### src/hdl/bpt_pkg.sv
// Package of register map, reset values, scale constants and carrier types for the bank.
package bpt_pkg;

   // ----------------------------------------------------------------
   // Register indices and byte addresses
   // ----------------------------------------------------------------
   localparam logic [5:0] IDX_VOLT_ALARM = 6'h01;
   localparam logic [5:0] IDX_CUR_LIMIT  = 6'h02;
   localparam logic [5:0] IDX_CUR_ALARM  = 6'h03;
   localparam logic [5:0] IDX_CTRL       = 6'h30;
   localparam logic [5:0] IDX_STATUS     = 6'h31;

   localparam logic [7:0] ADDR_VOLT_ALARM = {IDX_VOLT_ALARM, 2'h0};
   localparam logic [7:0] ADDR_CUR_LIMIT  = {IDX_CUR_LIMIT, 2'h0};
   localparam logic [7:0] ADDR_CUR_ALARM  = {IDX_CUR_ALARM, 2'h0};
   localparam logic [7:0] ADDR_CTRL       = {IDX_CTRL, 2'h0};
   localparam logic [7:0] ADDR_STATUS     = {IDX_STATUS, 2'h0};

   // ----------------------------------------------------------------
   // Field positions and values after reset
   // ----------------------------------------------------------------
   localparam int unsigned DIS_BIT           = 7;
   localparam int unsigned CTRL_SOFT_RST_BIT = 0;
   localparam int unsigned CTRL_CLR_OFF_BIT  = 1;
   localparam int unsigned ST_VOLT_ALARM_BIT = 0;
   localparam int unsigned ST_CUR_ALARM_BIT  = 1;
   localparam int unsigned ST_CUR_LIMIT_BIT  = 2;
   localparam int unsigned ST_OUT_OFF_BIT    = 3;

   localparam logic [7:0] RST_VOLT_ALARM  = 8'h1C;
   localparam logic [7:0] RST_CUR_LIMIT   = 8'h3D;
   localparam logic [7:0] RST_CUR_ALARM   = 8'h3C;
   localparam logic [7:0] WMASK_VOLT_ALRM = 8'hBF;

   // ----------------------------------------------------------------
   // Threshold scaling, in millivolts and milliamperes
   // ----------------------------------------------------------------
   localparam logic [15:0] VOLT_BASE_MV = 16'h0DAC;
   localparam logic [15:0] VOLT_STEP_MV = 16'h0019;
   localparam logic [15:0] CUR_BASE_MA  = 16'h07D0;
   localparam logic [15:0] CUR_STEP_MA  = 16'h0064;
   localparam logic [15:0] CUR_CAP_MA   = 16'h2710;
   localparam logic [15:0] NO_CAP       = 16'hFFFF;

   // ----------------------------------------------------------------
   // Carrier types
   // ----------------------------------------------------------------
   typedef struct packed {
      logic        psel;
      logic        penable;
      logic        pwrite;
      logic [7:0]  paddr;
      logic [31:0] pwdata;
   } bpt_apb_req_type;

   typedef struct packed {
      logic [31:0] prdata;
      logic        pready;
      logic        pslverr;
   } bpt_apb_rsp_type;

   typedef struct packed {
      logic [15:0] vbat_mv;
      logic [15:0] ibat_ma;
   } bpt_meas_type;

endpackage

### src/hdl/bpt_code_to_level.sv
// Conversion of a threshold code into a level with an optional ceiling.
`timescale 1ns/1ps
module bpt_code_to_level #(
   parameter logic [15:0] BASE = 16'h0000,
   parameter logic [15:0] STEP = 16'h0001,
   parameter logic [15:0] CAP  = 16'hFFFF
) (
   input  wire logic [6:0]  code,
   output logic      [15:0] level
);
   logic [15:0] raw;

   // The largest code stays well inside sixteen bits, so no carry is lost.
   assign raw   = 16'(BASE + 16'(code) * STEP);
   assign level = (raw > CAP) ? CAP : raw;
endmodule

### src/hdl/bpt_cross_det.sv
// Registered detector of a measurement rising above a level.
`timescale 1ns/1ps
module bpt_cross_det (
   input  wire logic        pclk,
   input  wire logic        presetn,
   input  wire logic [15:0] measure,
   input  wire logic [15:0] level,
   input  wire logic        inhibit,
   output logic             over_q
);
   always_ff @(posedge pclk or negedge presetn) begin
      if (!presetn) begin
         over_q <= 1'b0;
      end else begin
         over_q <= (measure > level) && !inhibit;
      end
   end
endmodule

### src/hdl/bpt_threshold_bank.sv
// Battery protection threshold bank with APB register access.
//
// Function
// - Voltage alarm is 3.5 V plus code times 25 mV.
// - Voltage above alarm level asserts interrupt low.
// - Voltage alarm code resets to 011100, 4.2 V.
// - Current limit is 2 A plus code times 100 mA.
// - Current limit saturates at 10 A.
// - Current above limit disables the power output.
// - Current limit code resets to 0111101, 8.1 A.
// - Current alarm 2 A plus 100 mA steps, default 8 A.
// - Current above alarm level asserts interrupt low.
// - Soft reset returns all threshold fields to defaults.
`timescale 1ns/1ps
module bpt_threshold_bank (
   input  wire logic                     pclk,
   input  wire logic                     presetn,
   input  wire bpt_pkg::bpt_apb_req_type apb_req,
   output logic                          psel_unused_n,
   output bpt_pkg::bpt_apb_rsp_type      apb_rsp,
   input  wire bpt_pkg::bpt_meas_type    meas,
   output logic                          int_n,
   output logic                          out_disable
);
   import bpt_pkg::*;

   // ----------------------------------------------------------------
   // Storage
   // ----------------------------------------------------------------
   logic [7:0]      volt_alarm_q;
   logic [7:0]      cur_limit_q;
   logic [7:0]      cur_alarm_q;
   logic            out_off_q;
   logic            int_n_q;
   logic            idle_q;
   bpt_apb_rsp_type rsp_q;

   // ----------------------------------------------------------------
   // Bus decode
   // ----------------------------------------------------------------
   logic        acc_phase;
   logic        done;
   logic        wr_en;
   logic        hit;
   logic [31:0] rd_data;
   logic        soft_rst;
   logic        clr_off;
   logic [3:0]  status;

   assign acc_phase = apb_req.psel && apb_req.penable;
   assign done      = acc_phase && rsp_q.pready;
   assign wr_en     = done && apb_req.pwrite && hit;
   assign soft_rst  = wr_en && (apb_req.paddr == ADDR_CTRL)
                      && apb_req.pwdata[CTRL_SOFT_RST_BIT];
   assign clr_off   = wr_en && (apb_req.paddr == ADDR_CTRL)
                      && apb_req.pwdata[CTRL_CLR_OFF_BIT];

   always_comb begin
      hit     = 1'b1;
      rd_data = 32'h0000_0000;
      unique case (apb_req.paddr)
         ADDR_VOLT_ALARM: rd_data = {24'h00_0000, volt_alarm_q};
         ADDR_CUR_LIMIT:  rd_data = {24'h00_0000, cur_limit_q};
         ADDR_CUR_ALARM:  rd_data = {24'h00_0000, cur_alarm_q};
         ADDR_CTRL:       rd_data = 32'h0000_0000;
         ADDR_STATUS:     rd_data = {28'h000_0000, status};
         default:         hit     = 1'b0;
      endcase
   end

   // ----------------------------------------------------------------
   // APB answer
   // ----------------------------------------------------------------
   // The answer is registered, so every access phase lasts two cycles.
   always_ff @(posedge pclk or negedge presetn) begin
      if (!presetn) begin
         rsp_q <= '0;
      end else begin
         rsp_q.pready <= acc_phase && !rsp_q.pready;
         if (acc_phase && !rsp_q.pready) begin
            rsp_q.prdata  <= apb_req.pwrite ? 32'h0000_0000 : rd_data;
            rsp_q.pslverr <= !hit;
         end else begin
            rsp_q.pslverr <= 1'b0;
         end
      end
   end

   assign apb_rsp = rsp_q;

   always_ff @(posedge pclk or negedge presetn) begin
      if (!presetn) begin
         idle_q <= 1'b1;
      end else begin
         idle_q <= !apb_req.psel;
      end
   end

   assign psel_unused_n = idle_q;

   // ----------------------------------------------------------------
   // Threshold registers
   // ----------------------------------------------------------------
   always_ff @(posedge pclk or negedge presetn) begin
      if (!presetn) begin
         volt_alarm_q <= RST_VOLT_ALARM;
      end else if (soft_rst) begin
         volt_alarm_q <= RST_VOLT_ALARM;
      end else if (wr_en && apb_req.paddr == ADDR_VOLT_ALARM) begin
         volt_alarm_q <= apb_req.pwdata[7:0] & WMASK_VOLT_ALRM;
      end
   end

   always_ff @(posedge pclk or negedge presetn) begin
      if (!presetn) begin
         cur_limit_q <= RST_CUR_LIMIT;
      end else if (soft_rst) begin
         cur_limit_q <= RST_CUR_LIMIT;
      end else if (wr_en && apb_req.paddr == ADDR_CUR_LIMIT) begin
         cur_limit_q <= apb_req.pwdata[7:0];
      end
   end

   always_ff @(posedge pclk or negedge presetn) begin
      if (!presetn) begin
         cur_alarm_q <= RST_CUR_ALARM;
      end else if (soft_rst) begin
         cur_alarm_q <= RST_CUR_ALARM;
      end else if (wr_en && apb_req.paddr == ADDR_CUR_ALARM) begin
         cur_alarm_q <= apb_req.pwdata[7:0];
      end
   end

   // ----------------------------------------------------------------
   // Levels and crossing detectors
   // ----------------------------------------------------------------
   // Channel 0 is the voltage alarm, 1 the current limit, 2 the current alarm.
   localparam logic [15:0] BASE_TAB [3] = '{VOLT_BASE_MV, CUR_BASE_MA, CUR_BASE_MA};
   localparam logic [15:0] STEP_TAB [3] = '{VOLT_STEP_MV, CUR_STEP_MA, CUR_STEP_MA};
   localparam logic [15:0] CAP_TAB  [3] = '{NO_CAP, CUR_CAP_MA, NO_CAP};

   logic [6:0]  code_arr  [3];
   logic [15:0] meas_arr  [3];
   logic [15:0] level_arr [3];
   logic        inh_arr   [3];
   logic        over_arr  [3];

   assign code_arr[0] = {1'b0, volt_alarm_q[5:0]};
   assign code_arr[1] = cur_limit_q[6:0];
   assign code_arr[2] = cur_alarm_q[6:0];
   assign meas_arr[0] = meas.vbat_mv;
   assign meas_arr[1] = meas.ibat_ma;
   assign meas_arr[2] = meas.ibat_ma;
   assign inh_arr[0]  = volt_alarm_q[DIS_BIT];
   assign inh_arr[1]  = cur_limit_q[DIS_BIT];
   assign inh_arr[2]  = cur_alarm_q[DIS_BIT];

   genvar ch;
   generate
      for (ch = 0; ch < 3; ch++) begin : g_chan
         // Scale and offset per channel; only the limit channel is capped.
         bpt_code_to_level #(
            .BASE (BASE_TAB[ch]),
            .STEP (STEP_TAB[ch]),
            .CAP  (CAP_TAB[ch])
         ) u_level (
            .code  (code_arr[ch]),
            .level (level_arr[ch])
         );

         bpt_cross_det u_det (
            .pclk    (pclk),
            .presetn (presetn),
            .measure (meas_arr[ch]),
            .level   (level_arr[ch]),
            .inhibit (inh_arr[ch]),
            .over_q  (over_arr[ch])
         );
      end
   endgenerate

   // ----------------------------------------------------------------
   // Interrupt and output shutdown
   // ----------------------------------------------------------------
   // The request is a level that follows the alarms; latching and masking
   // live in the flag registers outside this bank.
   always_ff @(posedge pclk or negedge presetn) begin
      if (!presetn) begin
         int_n_q <= 1'b1;
      end else begin
         int_n_q <= !(over_arr[0] || over_arr[2]);
      end
   end

   // Shutdown stays latched so a current spike cannot re-enable the stage;
   // a new crossing in the clearing cycle wins.
   always_ff @(posedge pclk or negedge presetn) begin
      if (!presetn) begin
         out_off_q <= 1'b0;
      end else if (over_arr[1]) begin
         out_off_q <= 1'b1;
      end else if (clr_off || soft_rst) begin
         out_off_q <= 1'b0;
      end
   end

   assign int_n       = int_n_q;
   assign out_disable = out_off_q;

   always_comb begin
      status                    = 4'h0;
      status[ST_VOLT_ALARM_BIT] = over_arr[0];
      status[ST_CUR_ALARM_BIT]  = over_arr[2];
      status[ST_CUR_LIMIT_BIT]  = over_arr[1];
      status[ST_OUT_OFF_BIT]    = out_off_q;
   end
endmodule

### config.mk
export PLATFORM = sky130hd
export DESIGN_NAME = bpt_threshold_bank
export DESIGN_NICKNAME = d
export VERILOG_FILES = /design/src/hdl/bpt_pkg.sv /design/src/hdl/bpt_code_to_level.sv /design/src/hdl/bpt_cross_det.sv /design/src/hdl/bpt_threshold_bank.sv
export SDC_FILE = /design/constraint.sdc
export NUM_CORES = 1
export LEC_CHECK = 0
export BUFFER_PORTS_ARGS = -buffer_cell sky130_fd_sc_hd__buf_2
export CAP_MARGIN = 0
export CORE_MARGIN = 2
export CORE_UTILIZATION = 50
export CTS_CLUSTER_SIZE = 30
export DETAILED_ROUTE_END_ITERATION = 6
export PLACE_DENSITY = 0.75
export SKIP_LAST_GASP = 1
export SYNTH_ARGS = -nofsm -noshare
export SYNTH_HDL_FRONTEND = slang
export SYNTH_SLANG_ARGS = --single-unit
export TNS_END_PERCENT = 5
### constraint.sdc
create_clock -name pclk -period 6.9 [get_ports pclk]
set_input_delay 1.035 -clock pclk [delete_from_list [all_inputs] [get_ports pclk]]
set_output_delay 1.035 -clock pclk [all_outputs]
set_load 0.05 [all_outputs]
==> summary.txt <==
Min path
  • Hold Path End: int_n
  • WHS Path Cells: 1
  • Hold WC Path Type: flop to flop
  • Hold_sp: g_chan[2].u_det.over_q

Critical path
  • Critical Path AT: roughly 5 ns
  • Crit Path Category: flop to flop
  • Reg2Reg Depth: 19
  • Reg2reg setup slack: 1.98 ns
  • Critical-path maximum fanout: 10
  • Max incr delay on CP: about 0.65 ns
  • Startpoint Class: flop
  • Critical Path RT: slightly above 7 ns
  • Critical Path Sink Type: flop
  • Crit-path leading delay family: adder cells
  • Most frequent CP cell: ha_1
  • RR Endpoint: g_chan[1].u_det.over_q
  • CP bufs+invs: 1
  • FF-to-FF Start: cur_limit_q[2]
  • Crit path max-delay cell type: dfstp_2
  • Worst path cell trace: ha_1, ha_1, ha_1, inv_1, fa_1, nand2b_1, a21oi_1, xor2_1, o311ai_0, a22o_2, a21o_4, and2_1, ha_1, nand4_1, nor2_1, nor2_1, nand2_1, a21oi_1, a221oi_1

Timing
  • Crit path time final: 4.916 ns
  • RSZ-0062 raised after global routing: false
  • Setup TNS: 0 ns
  • Final Skew: 0.009733 ns
  • Peak Freq: 203.4 MHz
  • Worst slew pin tran: 0.8337 ns
  • Hold Violations, Final: 0
  • Final worst path period share: 0.7124
  • Final WS setup: 1.984 ns
  • Final setup viols: 0
  • Slew HR: 0.4442
  • Max Slew Vio Count: 0

CTS
  • Worst-path clk slew: 0.07 ns
  • TritonCTS clock tree: built
  • Clock Sinks: 39
  • CTS Buffer Depth: 2
  • Post-CTS Resized: 0
  • Worst-skew pair later-pin latency: 0.30 ns
  • CTS buffer count: 5
  • # Post-CTS Setup Buffers: 0
  • Hold_buf cts: 0
  • Root buffer cell: clkbuf_8
  • H-tree levels: 2

Detailed routing
  • Iter 0 DRT Violations: 264
  • Vias per cell: between 5 and 6
  • Sum of routed wire segments on met1: 4805 um
  • Final ANT Viol Nets: 0
  • Top routing layer used: met4
  • Total number of vias: 4,232
  • WL met3: 379 um
  • DR pass1 iterations: 6
  • Routed WL: 11,150 um
  • Residual DRC: 0
  • Post-DR wirelength/cell: roughly 15 um
  • Metal2 WL: 5777 um

Placed design
  • Post-DP HPWL: 9440 um
  • RePlAce Congestion: approximately 0.86
  • Port Buffers: 65
  • Place WS: 2.030 ns
  • Post-DP Area: 5460 um^2

Synthesis
  • Netlist cell types: 67
  • Seq/Total Area, Yosys: 0.1949
  • Synth async-reset ratio: 1.000
  • Most used DFF post-synth: dfrtp_1
  • Post-Syn Area per Cell: 8.956 um^2
  • Netlist Area Pre-Place: 5096 um^2
  • Mapped Cells: 569
  • #FFs+latches synth: 39
  • EDFF count, synth: 0
  • Synth Warn #: 0

Global routing
  • Largest net degree at the start of global routing: 40
  • GRT Total Usage: 0.2058
  • Total grt overflow: 0
  • Initial antenna violation count: 0
  • Global-route wire length before repair: 18,790 um
  • Vias in the first global route: 4,159

Layout
  • N_diodes: 0
  • Area Overhead vs Synth: 8.740%
  • NumNets Final: 833
  • Design area: 5542 um^2
  • Layout cells sized above 1: 0.1577

Floorplanning
  • Die Wd: 105.0 um
  • Initial Util: 0.5190
  • Core area: 9819 um^2
  • I/O pin count: roughly 110
  • Vert. Die Dim: approximately 100 um
  • Die ar.: 11,020 um^2
  • Num rows: 36

Status
  • Status: completed

Run
  • Max-cap check violation count: 0

Power and ir drop
  • Worst VDD drop: 62.50 uV
  • Pwr Total: 489.7 uW
  • Leak: 0.003160 uW
  • Pwr per Cell Area: 88.36 nW/um^2
-- report_power, final --
group	internal [uW]	total [uW]	leakage, uW	switching (uW)
registers	232	234	0.000464	2.10
logic	32.9	105	0.00265	72.3
clock network	71.0	151	0.0000422	79.7
-- layer usage --
| layer | up-vias | GRT usage |
|---|---|---|
| met5 | - | 0 |
| met4 | 0 | 0.04762 |
| met3 | 17 | 0.01809 |
| met2 | 99 | 0.3878 |
| met1 | 1983 | 0.2516 |
| li1 | 2133 | - |
-- stage by stage --
stage | hold slack [ns] | instances | utilization
after floorplan | 0.3639 | 592 | -
after global placement | 0.4086 | 759 | 0.5561
after detailed placement | 0.4001 | 759 | 0.5561
after CTS | 0.4248 | 767 | 0.5643
after global routing | 0.4379 | 767 | 0.5643
final | 0.4327 | 767 | 0.5643
-- cell families (layout without fill, tap and decap cells) --
group,Yosys count,count (layout),synth area share
AO/OA/AOI/OAI,118,118,0.1593
XOR/XNOR,33,33,0.05672
adder cells (fa/ha/maj),123,123,0.3094
buffers and inverters,73,115,0.07292
flip-flops,39,39,0.1949
multiplexers,25,25,0.04959
other,2,25,0.001474
AND/OR/NAND/NOR,156,156,0.1557
-- flip-flops by register name, summed over array words and instances, names as in the netlist --
register	cells
apb_rsp	10
cur_alarm_q	8
cur_limit_q	8
g_chan.u_det.over_q	3
int_n	1
out_disable	1
psel_unused_n	1
volt_alarm_q	7
-- cell type report --
class	count	area (um^2)
fillers	941	4278
multi-input cells	480	3817
flip-flops and latches	39	993.5
repair buffers	65	325.3
well taps	133	166.4
inverters	42	157.7
clock buffers	7	76.32
clock inverters	1	5.005
-- cells in the mapped netlist, types with 10 or more instances --
cell     count  area share
a21oi_1     27       0.027
dfrtp_1     25        0.12
o21ai_0     20       0.020
buf_4       24       0.035
dfstp_2     14       0.072
inv_1       42       0.031
nand2_1     41       0.030
xor2_1      18       0.031
ha_1       118        0.29
xnor2_1     15       0.026
a21o_1      15       0.022
o21a_1      10       0.015
nor2_1      37       0.027
mux2i_1     23       0.045
-- layout by cell type (no fill, tap or decap), types with 7 or more instances in the layout --
cell and count:
ha_1 118, buf_2 65, inv_1 42, nand2_1 41, nor2_1 37, a21oi_1 27, conb_1 25, dfrtp_1 25
mux2i_1 23, o21ai_0 20, xor2_1 18, xnor2_1 15, a21o_1 15, dfstp_2 14, o21a_1 10, nand2b_1 9
nor3_1 9, nand3_1 8, nor2b_1 8, nor4_1 7, nand4_1 7
-- worst max path at each step --
| stage | startpoint | to | slack [ns] | cells after the start |
|---|---|---|---|---|
| 2_1_floorplan | cur_limit_q[2] | g_chan[1].u_det.over_q | 2.51 | 19 |
| 3_3_place_gp | cur_limit_q[2] | g_chan[1].u_det.over_q | 2.10 | 18 |
| 3_5_place_dp | cur_limit_q[2] | g_chan[1].u_det.over_q | 2.03 | 19 |
| 4_1_cts | cur_limit_q[2] | g_chan[1].u_det.over_q | 1.99 | 19 |
| 5_1_grt | cur_limit_q[2] | g_chan[1].u_det.over_q | 1.62 | 16 |
| 6_report | cur_limit_q[2] | g_chan[1].u_det.over_q | 1.98 | 19 |
(Power assumes the default switching activity.)
